===== config.mk =====
export PLATFORM = sky130hd
export DESIGN_NAME = nvmem_host
export DESIGN_NICKNAME = d
export VERILOG_FILES = /design/src/verilog/nvmem_host.v /design/src/verilog/wait_timer.v
export VERILOG_INCLUDE_DIRS = /design/src /design/src/verilog
export SDC_FILE = /design/constraint.sdc
export NUM_CORES = 1
export LEC_CHECK = 0
export BUFFER_PORTS_ARGS = -buffer_cell sky130_fd_sc_hd__buf_2
export CAP_MARGIN = 30
export CORE_AREA = 5 5 105 107
export DETAILED_ROUTE_END_ITERATION = 16
export DIE_AREA = 0 0 110 112
export GPL_TIMING_DRIVEN = 1
export PLACE_DENSITY = 0.79
export SYNTH_ARGS = -nofsm -noshare
export SYNTH_HDL_FRONTEND = slang
export SYNTH_SLANG_ARGS = --single-unit

===== constraint.sdc =====
create_clock -name CLK -period 6.69 [get_ports CLK]
set_input_delay 1.0035 -clock CLK [delete_from_list [all_inputs] [get_ports CLK]]
set_output_delay 1.0035 -clock CLK [all_outputs]
set_load 0.05 [all_outputs]

===== src/verilog/nvmem_host_defs.vh =====
`ifndef NVMEM_HOST_DEFS_VH
`define NVMEM_HOST_DEFS_VH

// Clock period in picoseconds (40 MHz)
`define CLK_PERIOD_PS 25000
// Timing figures in their own units
`define SLEEP_LOW_MIN_US 1
`define WAKE_WAIT_MIN_US 450
`define POWERUP_WAIT_MIN_MS 1
`define COL_STABLE_MIN_NS 15
`define LANE_SETUP_MIN_NS 8
`define LANE_HOLD_MIN_NS 8
`define STROBE_LOW_MIN_NS 22
`define READ_ACCESS_MAX_NS 105
`define PRECHARGE_MIN_NS 35
// Derived cycle counts, least times rounded up
`define CYC_UP(ns) ((((ns) * 1000) + `CLK_PERIOD_PS - 1) / `CLK_PERIOD_PS)
`define SLEEP_LOW_CYC `CYC_UP(`SLEEP_LOW_MIN_US * 1000)
`define WAKE_WAIT_CYC `CYC_UP(`WAKE_WAIT_MIN_US * 1000)
`define POWERUP_WAIT_CYC `CYC_UP(`POWERUP_WAIT_MIN_MS * 1000000)
`define COL_STABLE_CYC `CYC_UP(`COL_STABLE_MIN_NS)
`define LANE_SETUP_CYC `CYC_UP(`LANE_SETUP_MIN_NS)
`define LANE_HOLD_CYC `CYC_UP(`LANE_HOLD_MIN_NS)
`define STROBE_LOW_CYC `CYC_UP(`STROBE_LOW_MIN_NS)
`define READ_ACCESS_CYC `CYC_UP(`READ_ACCESS_MAX_NS)
`define PRECHARGE_CYC `CYC_UP(`PRECHARGE_MIN_NS)
// Bus widths
`define ADDR_W 17
`define DATA_W 16
`define COL_W 2

`endif


===== src/verilog/nvmem_host.v =====
`timescale 1ns/1ps
// Summary of operation
// - Sleep low 1 us; wait 450 us after
// - Sleep may follow last write immediately
// - Wait 1 ms after power-up before access
// - Column bits stable 15 ns per access
// - Lane selects toggled, never tied active
// - Masked lane high around write strobe
`include "nvmem_host_defs.vh"
module nvmem_host #(
   parameter POWERUP_CYC = `POWERUP_WAIT_CYC,
   parameter WAKE_CYC = `WAKE_WAIT_CYC
) (
   input wire CLK,
   input wire SYS_RST,
   input wire REQ_VALID,
   input wire REQ_WRITE,
   input wire REQ_PAGE,
   input wire [`ADDR_W-1:0] REQ_ADDR,
   input wire [`DATA_W-1:0] REQ_WDATA,
   input wire [1:0] REQ_LANES,
   input wire SLEEP_REQ,
   output reg REQ_READY,
   output reg RSP_VALID,
   output reg [`DATA_W-1:0] RSP_RDATA,
   output reg ASLEEP,
   output reg CHIP_SELECT_N,
   output reg WRITE_STROBE_N,
   output reg OUTPUT_DRIVE_N,
   output reg UPPER_LANE_SELECT_N,
   output reg LOWER_LANE_SELECT_N,
   output reg SLEEP_REQUEST_N,
   output reg [`ADDR_W-1:0] ADDRESS,
   input wire [`DATA_W-1:0] DATA_IN,
   output reg [`DATA_W-1:0] DATA_OUT,
   output reg DATA_OE_N
);
   localparam ST_POWERUP = 3'd0;
   localparam ST_IDLE = 3'd1;
   localparam ST_SETUP = 3'd2;
   localparam ST_STROBE = 3'd3;
   localparam ST_HOLD = 3'd4;
   localparam ST_PRECHG = 3'd5;
   localparam ST_SLEEP = 3'd6;
   localparam ST_WAKE = 3'd7;
   localparam TW = 20;

   reg [2:0] state_r;
   reg [2:0] state_nxt;
   reg wr_r;
   reg pu_loaded_r;
   reg [`DATA_W-1:0] din_s1_r;
   reg [`DATA_W-1:0] din_s2_r;
   reg tload;
   reg [TW-1:0] tcount;
   wire tdone;

   function [TW-1:0] cyc;
      input integer n;
      begin
         cyc = n[TW-1:0];
      end
   endfunction

   wait_timer #(.W(TW)) u_timer (
      .clk(CLK),
      .rst(SYS_RST),
      .load(tload),
      .count(tcount),
      .done(tdone)
   );

   // Data pins come from the device's clockless domain
   always @(posedge CLK or posedge SYS_RST) begin
      if (SYS_RST) begin
         din_s1_r <= 16'h0000;
         din_s2_r <= 16'h0000;
      end else begin
         din_s1_r <= DATA_IN;
         din_s2_r <= din_s1_r;
      end
   end

   always @* begin
      state_nxt = state_r;
      tload = 1'b0;
      tcount = {TW{1'b0}};
      case (state_r)
         ST_POWERUP: begin
            // Timer leaves reset at zero, so arm it once here
            if (!pu_loaded_r) begin
               tload = 1'b1;
               tcount = cyc(POWERUP_CYC);
            end else if (tdone) begin
               state_nxt = ST_IDLE;
            end
         end
         ST_IDLE: begin
            if (SLEEP_REQ) begin
               // No gap needed after a finished write
               state_nxt = ST_SLEEP;
               tload = 1'b1;
               tcount = cyc(`SLEEP_LOW_CYC);
            end else if (REQ_VALID) begin
               state_nxt = ST_SETUP;
               tload = 1'b1;
               tcount = cyc(`LANE_SETUP_CYC);
            end
         end
         ST_SETUP: begin
            if (tdone) begin
               state_nxt = ST_STROBE;
               tload = 1'b1;
               // Column bits held over the whole strobe
               tcount = wr_r ? cyc(`STROBE_LOW_CYC) : cyc(`READ_ACCESS_CYC + 2);
            end
         end
         ST_STROBE: begin
            if (tdone) begin
               state_nxt = ST_HOLD;
               tload = 1'b1;
               tcount = cyc(`LANE_HOLD_CYC);
            end
         end
         ST_HOLD: begin
            if (tdone) begin
               if (REQ_VALID && REQ_PAGE && !SLEEP_REQ) begin
                  state_nxt = ST_SETUP;
                  tload = 1'b1;
                  tcount = cyc(`COL_STABLE_CYC);
               end else begin
                  state_nxt = ST_PRECHG;
                  tload = 1'b1;
                  tcount = cyc(`PRECHARGE_CYC);
               end
            end
         end
         ST_PRECHG: begin
            if (tdone) begin
               state_nxt = ST_IDLE;
            end
         end
         ST_SLEEP: begin
            if (tdone && !SLEEP_REQ) begin
               state_nxt = ST_WAKE;
               tload = 1'b1;
               tcount = cyc(WAKE_CYC);
            end
         end
         ST_WAKE: begin
            if (tdone) begin
               state_nxt = ST_IDLE;
            end
         end
         default: begin
            state_nxt = ST_IDLE;
         end
      endcase
   end

   always @(posedge CLK or posedge SYS_RST) begin
      if (SYS_RST) begin
         state_r <= ST_POWERUP;
         wr_r <= 1'b0;
         pu_loaded_r <= 1'b0;
         REQ_READY <= 1'b0;
         RSP_VALID <= 1'b0;
         RSP_RDATA <= 16'h0000;
         ASLEEP <= 1'b0;
         CHIP_SELECT_N <= 1'b1;
         WRITE_STROBE_N <= 1'b1;
         OUTPUT_DRIVE_N <= 1'b1;
         UPPER_LANE_SELECT_N <= 1'b1;
         LOWER_LANE_SELECT_N <= 1'b1;
         SLEEP_REQUEST_N <= 1'b1;
         ADDRESS <= 17'h0_0000;
         DATA_OUT <= 16'h0000;
         DATA_OE_N <= 1'b1;
      end else begin
         state_r <= state_nxt;
         pu_loaded_r <= 1'b1;
         RSP_VALID <= 1'b0;
         REQ_READY <= 1'b0;
         ASLEEP <= (state_nxt == ST_SLEEP);
         SLEEP_REQUEST_N <= (state_nxt != ST_SLEEP);
         // Taking a request: latch address, data and lanes
         if ((state_r == ST_IDLE && state_nxt == ST_SETUP) ||
             (state_r == ST_HOLD && state_nxt == ST_SETUP)) begin
            REQ_READY <= 1'b1;
            wr_r <= REQ_WRITE;
            CHIP_SELECT_N <= 1'b0;
            // Page step changes only column bits
            if (state_r == ST_HOLD) begin
               ADDRESS[`COL_W-1:0] <= REQ_ADDR[`COL_W-1:0];
            end else begin
               ADDRESS <= REQ_ADDR;
            end
            // Masked lane goes high before the strobe
            UPPER_LANE_SELECT_N <= ~REQ_LANES[1];
            LOWER_LANE_SELECT_N <= ~REQ_LANES[0];
            DATA_OUT <= REQ_WDATA;
            DATA_OE_N <= ~REQ_WRITE;
         end
         if (state_nxt == ST_STROBE && state_r == ST_SETUP) begin
            WRITE_STROBE_N <= ~wr_r;
            OUTPUT_DRIVE_N <= wr_r;
         end
         if (state_r == ST_STROBE && state_nxt == ST_HOLD) begin
            WRITE_STROBE_N <= 1'b1;
            OUTPUT_DRIVE_N <= 1'b1;
            if (!wr_r) begin
               RSP_VALID <= 1'b1;
               // Unselected lane floats, so report it as zero
               RSP_RDATA <= {UPPER_LANE_SELECT_N ? 8'h00 : din_s2_r[15:8],
                             LOWER_LANE_SELECT_N ? 8'h00 : din_s2_r[7:0]};
            end
         end
         if (state_nxt == ST_PRECHG) begin
            CHIP_SELECT_N <= 1'b1;
            UPPER_LANE_SELECT_N <= 1'b1;
            LOWER_LANE_SELECT_N <= 1'b1;
            DATA_OE_N <= 1'b1;
         end
         if (state_nxt == ST_SLEEP) begin
            // Device ignores select while asleep; park it high anyway
            CHIP_SELECT_N <= 1'b1;
            DATA_OE_N <= 1'b1;
         end
      end
   end
endmodule // nvmem_host


===== src/verilog/wait_timer.v =====
`timescale 1ns/1ps
// Down counter: load a count, done stays high once it reaches zero
module wait_timer #(
   parameter W = 16
) (
   input wire clk,
   input wire rst,
   input wire load,
   input wire [W-1:0] count,
   output wire done
);
   reg [W-1:0] cnt_r;
   always @(posedge clk or posedge rst) begin
      if (rst) begin
         cnt_r <= {W{1'b0}};
      end else if (load) begin
         cnt_r <= count;
      end else if (cnt_r != {W{1'b0}}) begin
         cnt_r <= cnt_r - {{(W-1){1'b0}}, 1'b1};
      end
   end
   assign done = (cnt_r == {W{1'b0}});
endmodule // wait_timer

# Yosys cells after proc, flatten, opt, wreduce, memory -nomap -nowiden
# Index checks and enable logic that the tools add are counted.
[classes]
addsub = 1
n_eq_ne = 13
mux = 47
n_bitwise = 5
reduce_logical = 20
[ops]
columns = ["op", "n"]
rows = [
  ["16-bit case mux with 6 select lines", 1],
  ["20-bit 2-to-1 mux", 2],
  ["3-bit 2-to-1 mux", 11],
  ["1-bit 2-to-1 mux", 24],
  ["3-bit equality test, second input constant", 7],
  ["3-bit case mux with 7 select lines", 1],
  ["20-bit logical NOT", 1],
  ["20-bit nonzero test", 1],
  ["20-bit by 1-bit subtractor with 20-bit output, second input constant", 1],
  ["16-bit 2-to-1 mux", 1],
  ["8-bit 2-to-1 mux", 2],
  ["15-bit 2-to-1 mux", 1],
  ["3-bit by 2-bit equality test with 1-bit output, second input constant", 4],
  ["1-bit logical AND", 7],
  ["6-bit 2-to-1 mux", 1],
  ["2-bit nonzero test", 3],
  ["1-bit NOT", 5],
  ["2-bit 2-to-1 mux", 2],
  ["1-bit case mux with 4 select lines", 1],
  ["2-bit AND reduction", 2],
  ["3-bit by 1-bit equality test with 1-bit output, second input constant", 1],
  ["3-bit logical NOT", 1],
  ["3-bit inequality test, second input constant", 1],
  ["3-bit nonzero test", 1],
  ["other kinds (4)", 4],
]
[word_totals]
ff_bits = 116
output_inout_bits = 59

# Depth between registers and ports, before layout
[depth]
depth_word = 11
depth_mapped = 9
ltp_nobuf = 8

# Hierarchy
# From an unflattened synthesis, not the netlist that was laid out.
[hier_totals]
cells_unflattened = 436
area_unflattened_um2 = 4973.5
[modules_own_cells]
columns = ["mod", "n_inst", "cells_each", "area_per_inst_um2", "seq_area_each_um2"]
rows = [
  ["nvmem_host", 1, 293, 3636.0, 2411.1],
  ["wait_timer", 1, 143, 1337.5, 500.5],
]

# Least setup slack after synthesis
# OpenSTA, ideal clock, no wires.
[synth_path]
path_type = "input to register"
from = "input port SLEEP_REQ"
to = "register DATA_OUT[10]"
arrival_ns = 2.676
required_ns = 6.565
setup_slack_ns = 3.889
path_stages = 8
path_cell_list = "clkbuf_1 -> nor2_1 -> or3_1 -> a221oi_4 -> nand2_4 -> inv_4 -> buf_12 -> mux2_4"
[synth_via]
elab_chain_len = 8
word_cells_on_any_way = 12
cone_classes = "eq/ne (1); mux (5); reduce/logical (6)"
[synth_rtl]
columns = ["element", "line_no", "rtl"]
rows = [
  ["start: declaration", "nvmem_host.v:22", "input wire SLEEP_REQ,"],
  ["1-bit logical NOT", "nvmem_host.v:127, nvmem_host.v:144", ""],
  ["1-bit logical AND", "nvmem_host.v:127", "if (REQ_VALID && REQ_PAGE && !SLEEP_REQ) begin"],
  ["3-bit 2-to-1 mux", "nvmem_host.v:127", ""],
  ["3-bit 2-to-1 mux", "nvmem_host.v:126", "if (tdone) begin"],
  ["3-bit case mux with 7 select lines (*)", "nvmem_host.v:88", "case (state_r)"],
  ["3-bit by 2-bit equality test with 1-bit output (*)", "nvmem_host.v:187, nvmem_host.v:188", ""],
  ["1-bit logical AND (on tied branches)", "nvmem_host.v:187, nvmem_host.v:188", ""],
  ["1-bit logical OR (*)", "nvmem_host.v:187", "if ((state_r == ST_IDLE && state_nxt == ST_SETUP) ||"],
  ["end signal: assignment", "nvmem_host.v:177", "DATA_OUT <= 16'h0000;"],
  ["end signal: assignment", "nvmem_host.v:201", "DATA_OUT <= REQ_WDATA;"],
  ["end: declaration", "nvmem_host.v:35", "output reg [`DATA_W-1:0] DATA_OUT,"],
]
# Mark *: on every way between the ends. The rest lies on a longest branch, timed or not.
# A chain may end at the register's enable or synchronous reset.

# Worst setup path after layout
[layout_path]
from = "register u_timer.cnt_r[6]"
to = "register ADDRESS[0]"
[layout_via]
elab_chain_len = 7
word_cells_on_any_way = 13
cone_classes = "eq/ne (1); mux (7); reduce/logical (5)"
[layout_rtl]
columns = ["element", "line_no", "rtl"]
rows = [
  ["start: declaration", "wait_timer.v:12", "reg [W-1:0] cnt_r;"],
  ["start signal: assignment", "wait_timer.v:15", "cnt_r <= {W{1'b0}};"],
  ["start signal: assignment", "wait_timer.v:17", "cnt_r <= count;"],
  ["start signal: assignment", "wait_timer.v:19", "cnt_r <= cnt_r - {{(W-1){1'b0}}, 1'b1};"],
  ["20-bit logical NOT (*)", "wait_timer.v:22", "assign done = (cnt_r == {W{1'b0}});"],
  ["3-bit 2-to-1 mux / 1-bit logical AND (equally long branches)", "-", ""],
  ["3-bit 2-to-1 mux (on tied branches)", "nvmem_host.v:91, nvmem_host.v:144", ""],
  ["3-bit case mux with 7 select lines (*)", "nvmem_host.v:88", ""],
  ["3-bit by 2-bit equality test with 1-bit output (*)", "nvmem_host.v:187, nvmem_host.v:188", ""],
  ["1-bit logical AND (on tied branches)", "nvmem_host.v:187, nvmem_host.v:188", ""],
  ["1-bit logical OR (*)", "nvmem_host.v:187", ""],
  ["end signal: indexed assignment", "nvmem_host.v:194", "ADDRESS[`COL_W-1:0] <= REQ_ADDR[`COL_W-1:0];"],
  ["end: declaration", "nvmem_host.v:33", "output reg [`ADDR_W-1:0] ADDRESS,"],
]
# Marked as above.

==> results by group <==
Worst setup path
  – WP data arrival: approximately 3.3 ns
  – Kind of cell adding the most delay to the critical path: simple AND/OR/NAND/NOR gates
  – CP Capture Type: flop
  – CP peak stage delay: 0.51 ns
  – CP cell instances: nor4_4 > and4_1 > nand2_1 > a211oi_4 > nand2_4 > inv_4 > mux2_1
  – Critical Path RT: between 7 and 8 ns
  – CP Buf/Inv Count: 1
  – Startpoint types: flop
  – Critical path type: flop to flop
  – Crit Path Max Fanout: 22
  – Slowest cell on the critical path: a211oi_4

Global route
  – First-pass GRT wire length: approximately 18 mm
  – Initial antenna violation count: 0
  – Largest net degree at the start of global routing: 66
  – Number of global-route vias before repair: approximately 3,600
  – Gr usage total: 18.8%
  – Total grt overflow: 0

Floorplan
  – Die area: 12,300 µm²
  – Boundary pin count: approximately 120
  – Core Box Area: between 10,000 and 15,000 µm²
  – Die height: 112 µm
  – Die X: 110 µm
  – Initial Util: around half
  – Num rows: 37

Cells and area
  – Final Cell Area: between 6000 and 7000 µm²
  – Area Growth Syn to Fin: 25.1%
  – Nets@finish: 554
  – Share of cells above drive strength 1: 40.7%
  – Number of fill cells: approximately 800
  – Commonest non-fill, non-tap cells in the layout: 115 x buf_2, 109 x dfrtp_1, 25 x nor2_1
  – Diodes inserted: 0
  – Most common cell after layout, fill and taps aside: buf_2

Logic synthesis
  – Syn Nets: between 400 and 500
  – Post-synthesis cell count: 373
  – Number of flops mapped to enable cells by yosys: 0
  – Yosys warnings: 0
  – Main synth FF type: dfrtp_1
  – Async set-reset flop share out of synthesis: 100%
  – Mean Syn Cell Area: between 10 and 15 µm²
  – Synth Register Bits: approximately 120
  – Synth cell types: 67
  – Mapped cell area: between 4000 and 5000 µm²
  – Post-synthesis sequential area ratio: around three fifths

Clocking
  – Clock tree sinks: approximately 120
  – Clock buffer count from CTS: 17
  – H-tree lvl count: 4
  – Post-cts sizing count: 0
  – CTS max path bufs: 2
  – CTS tree: yes
  – Cts-stage hold buffer count: 0
  – Setup Buffers After CTS: 0
  – Clock root buffer: clkbuf_8
  – Worst-Skew Late Latency: slightly above 0.5 ns
  – CTS clk-pin slew, worst paths: roughly 0.06 ns

STA
  – Slew HR: 42.9%
  – Final Hold Viols: 0
  – Slew at the pin with the worst max-slew slack: 0.856 ns
  – Max-slew violation count: 0
  – Worst Skew: around 0.0064 ns
  – Setup TNS: 0 ns
  – # setup viols final: 0
  – Unrepaired setup endpoints after global routing: false
  – Tmin final: roughly 2.9 ns
  – Final Cycle Share: ~43%
  – Fmax: 347 MHz

Routing
  – WL final: just over 10 mm
  – Vias per cell: 5.22
  – DRC viols: 0
  – Pre-antenna DRT Iters: 4
  – Routed via count: 3,361
  – First DRT Iteration DRCs: 269
  – Routed Antenna Nets: 0
  – Drt wl/cell: between 15 and 20 µm

Min path
  – Tightest Hold Check Type: flop to flop

Power and ir drop
  – Total power: about 1.6 mW
  – VDD IR max: between 0.15 and 0.2 mV
  – PwrDens: between 200 and 300 nW/µm²
  – Leak: 3.08 nW

Placed design
  – DPL Wire Length: 7.37 mm
  – GPL Wtd Cong: between 0.8 and 0.9
  – IO buf count: approximately 120
  – Area post-placement: approximately 5500 µm²

Status
  – Status: complete, no violations

Job
  – Max-cap violations: 0
==> state kept, by name (all words and copies together) (netlist names), 3 cells and up <==
name	count
din_s1_r	16
state_r	3
RSP_RDATA	16
ADDRESS	17
DATA_OUT	16
u_timer.cnt_r	20
din_s2_r	16
==> cells in the mapped netlist, types with 3 or more instances <==
library cell | n | area, µm²
nor4_1 | 4 | 25.0
nor2b_1 | 22 | 138
mux2_1 | 12 | 135
nor2_1 | 25 | 93.8
mux2_2 | 21 | 236
nand2b_1 | 5 | 31.3
nor3_1 | 10 | 50.1
dfrtp_1 | 109 | 2730
nand2_1 | 21 | 78.8
xor2_1 | 6 | 52.6
o21ai_0 | 15 | 75.1
dfstp_2 | 7 | 184
a22oi_1 | 3 | 22.5
clkbuf_1 | 9 | 33.8
inv_1 | 9 | 33.8
a21oi_1 | 5 | 25.0
or3_1 | 4 | 25.0
o21a_1 | 3 | 22.5
mux2_4 | 17 | 255
nand4_1 | 3 | 18.8
xnor2_1 | 8 | 70.1
==> kinds of logic after synthesis <==
group / Yosys count / synth area share [%]
AO/OA/AOI/OAI: 47 / 7.22
other: 1 / 0.0770
flip-flops: 116 / 59.8
multiplexers: 52 / 13.3
buffers and inverters: 23 / 2.57
adder cells (fa/ha/maj): 2 / 0.514
XOR/XNOR: 14 / 2.52
AND/OR/NAND/NOR: 118 / 14.1
==> final cells by class <==
class / instances / area [µm²] / area share (%)
Clock buffer: 21 / 449 / 7.37
Clock inverter: 11 / 103 / 1.68
Inverter: 10 / 42.5 / 0.698
Multi-Input combinational cell: 234 / 1830 / 30.1
Sequential cell: 116 / 2910 / 47.8
Tap cell: 136 / 170 / 2.79
Timing Repair Buffer: 116 / 583 / 9.57
==> report_power, final <==
group	internal [mW]	switching, mW
logic	0.0271	0.0479
clock network	0.512	0.317
registers	0.719	0.00832
==> worst reg2reg max path, stage by stage, from the launching register on <==
cell      delay, ns
dfrtp_1        0.43
nor4_4         0.41
and4_1         0.34
nand2_1        0.30
a211oi_4       0.51
nand2_4        0.11
inv_4          0.30
mux2_1         0.37
==> routing by layer <==
layer	part of all wire [%]	wire length, µm	GRT usage (%)
met5	0	0	0
met4	2.1	213	7.90
met3	6.4	662	6.55
met2	52	5370	30.1
met1	40	4140	22.8
==> through the flow <==
step	hold slack, ns	cells	setup slack (ns)	utilization [%]
4_1_cts	0.348	644	3.80	60.7
3_3_place_gp	0.331	612	3.60	55.2
5_1_grt	0.352	644	3.60	60.7
3_5_place_dp	0.335	612	3.55	55.2
2_1_floorplan	0.331	373	2.63	-
6_report	0.345	644	3.81	60.7
==> worst paths after layout <==
path                            endpoint  slack [ns]  depth (start not counted)              from
max                           ADDRESS[0]        3.81                          7  u_timer.cnt_r[6]
min reg2reg                 din_s2_r[15]        0.34                          0      din_s1_r[15]
min                         din_s2_r[15]        0.34                          0      din_s1_r[15]
min in group asynchronous  RSP_RDATA[14]        0.58                          2           SYS_RST
max in group asynchronous   DATA_OUT[13]        4.92                          3           SYS_RST
max reg2reg                   ADDRESS[0]        3.81                          7  u_timer.cnt_r[6]
Power figures use the tool's default switching activity.
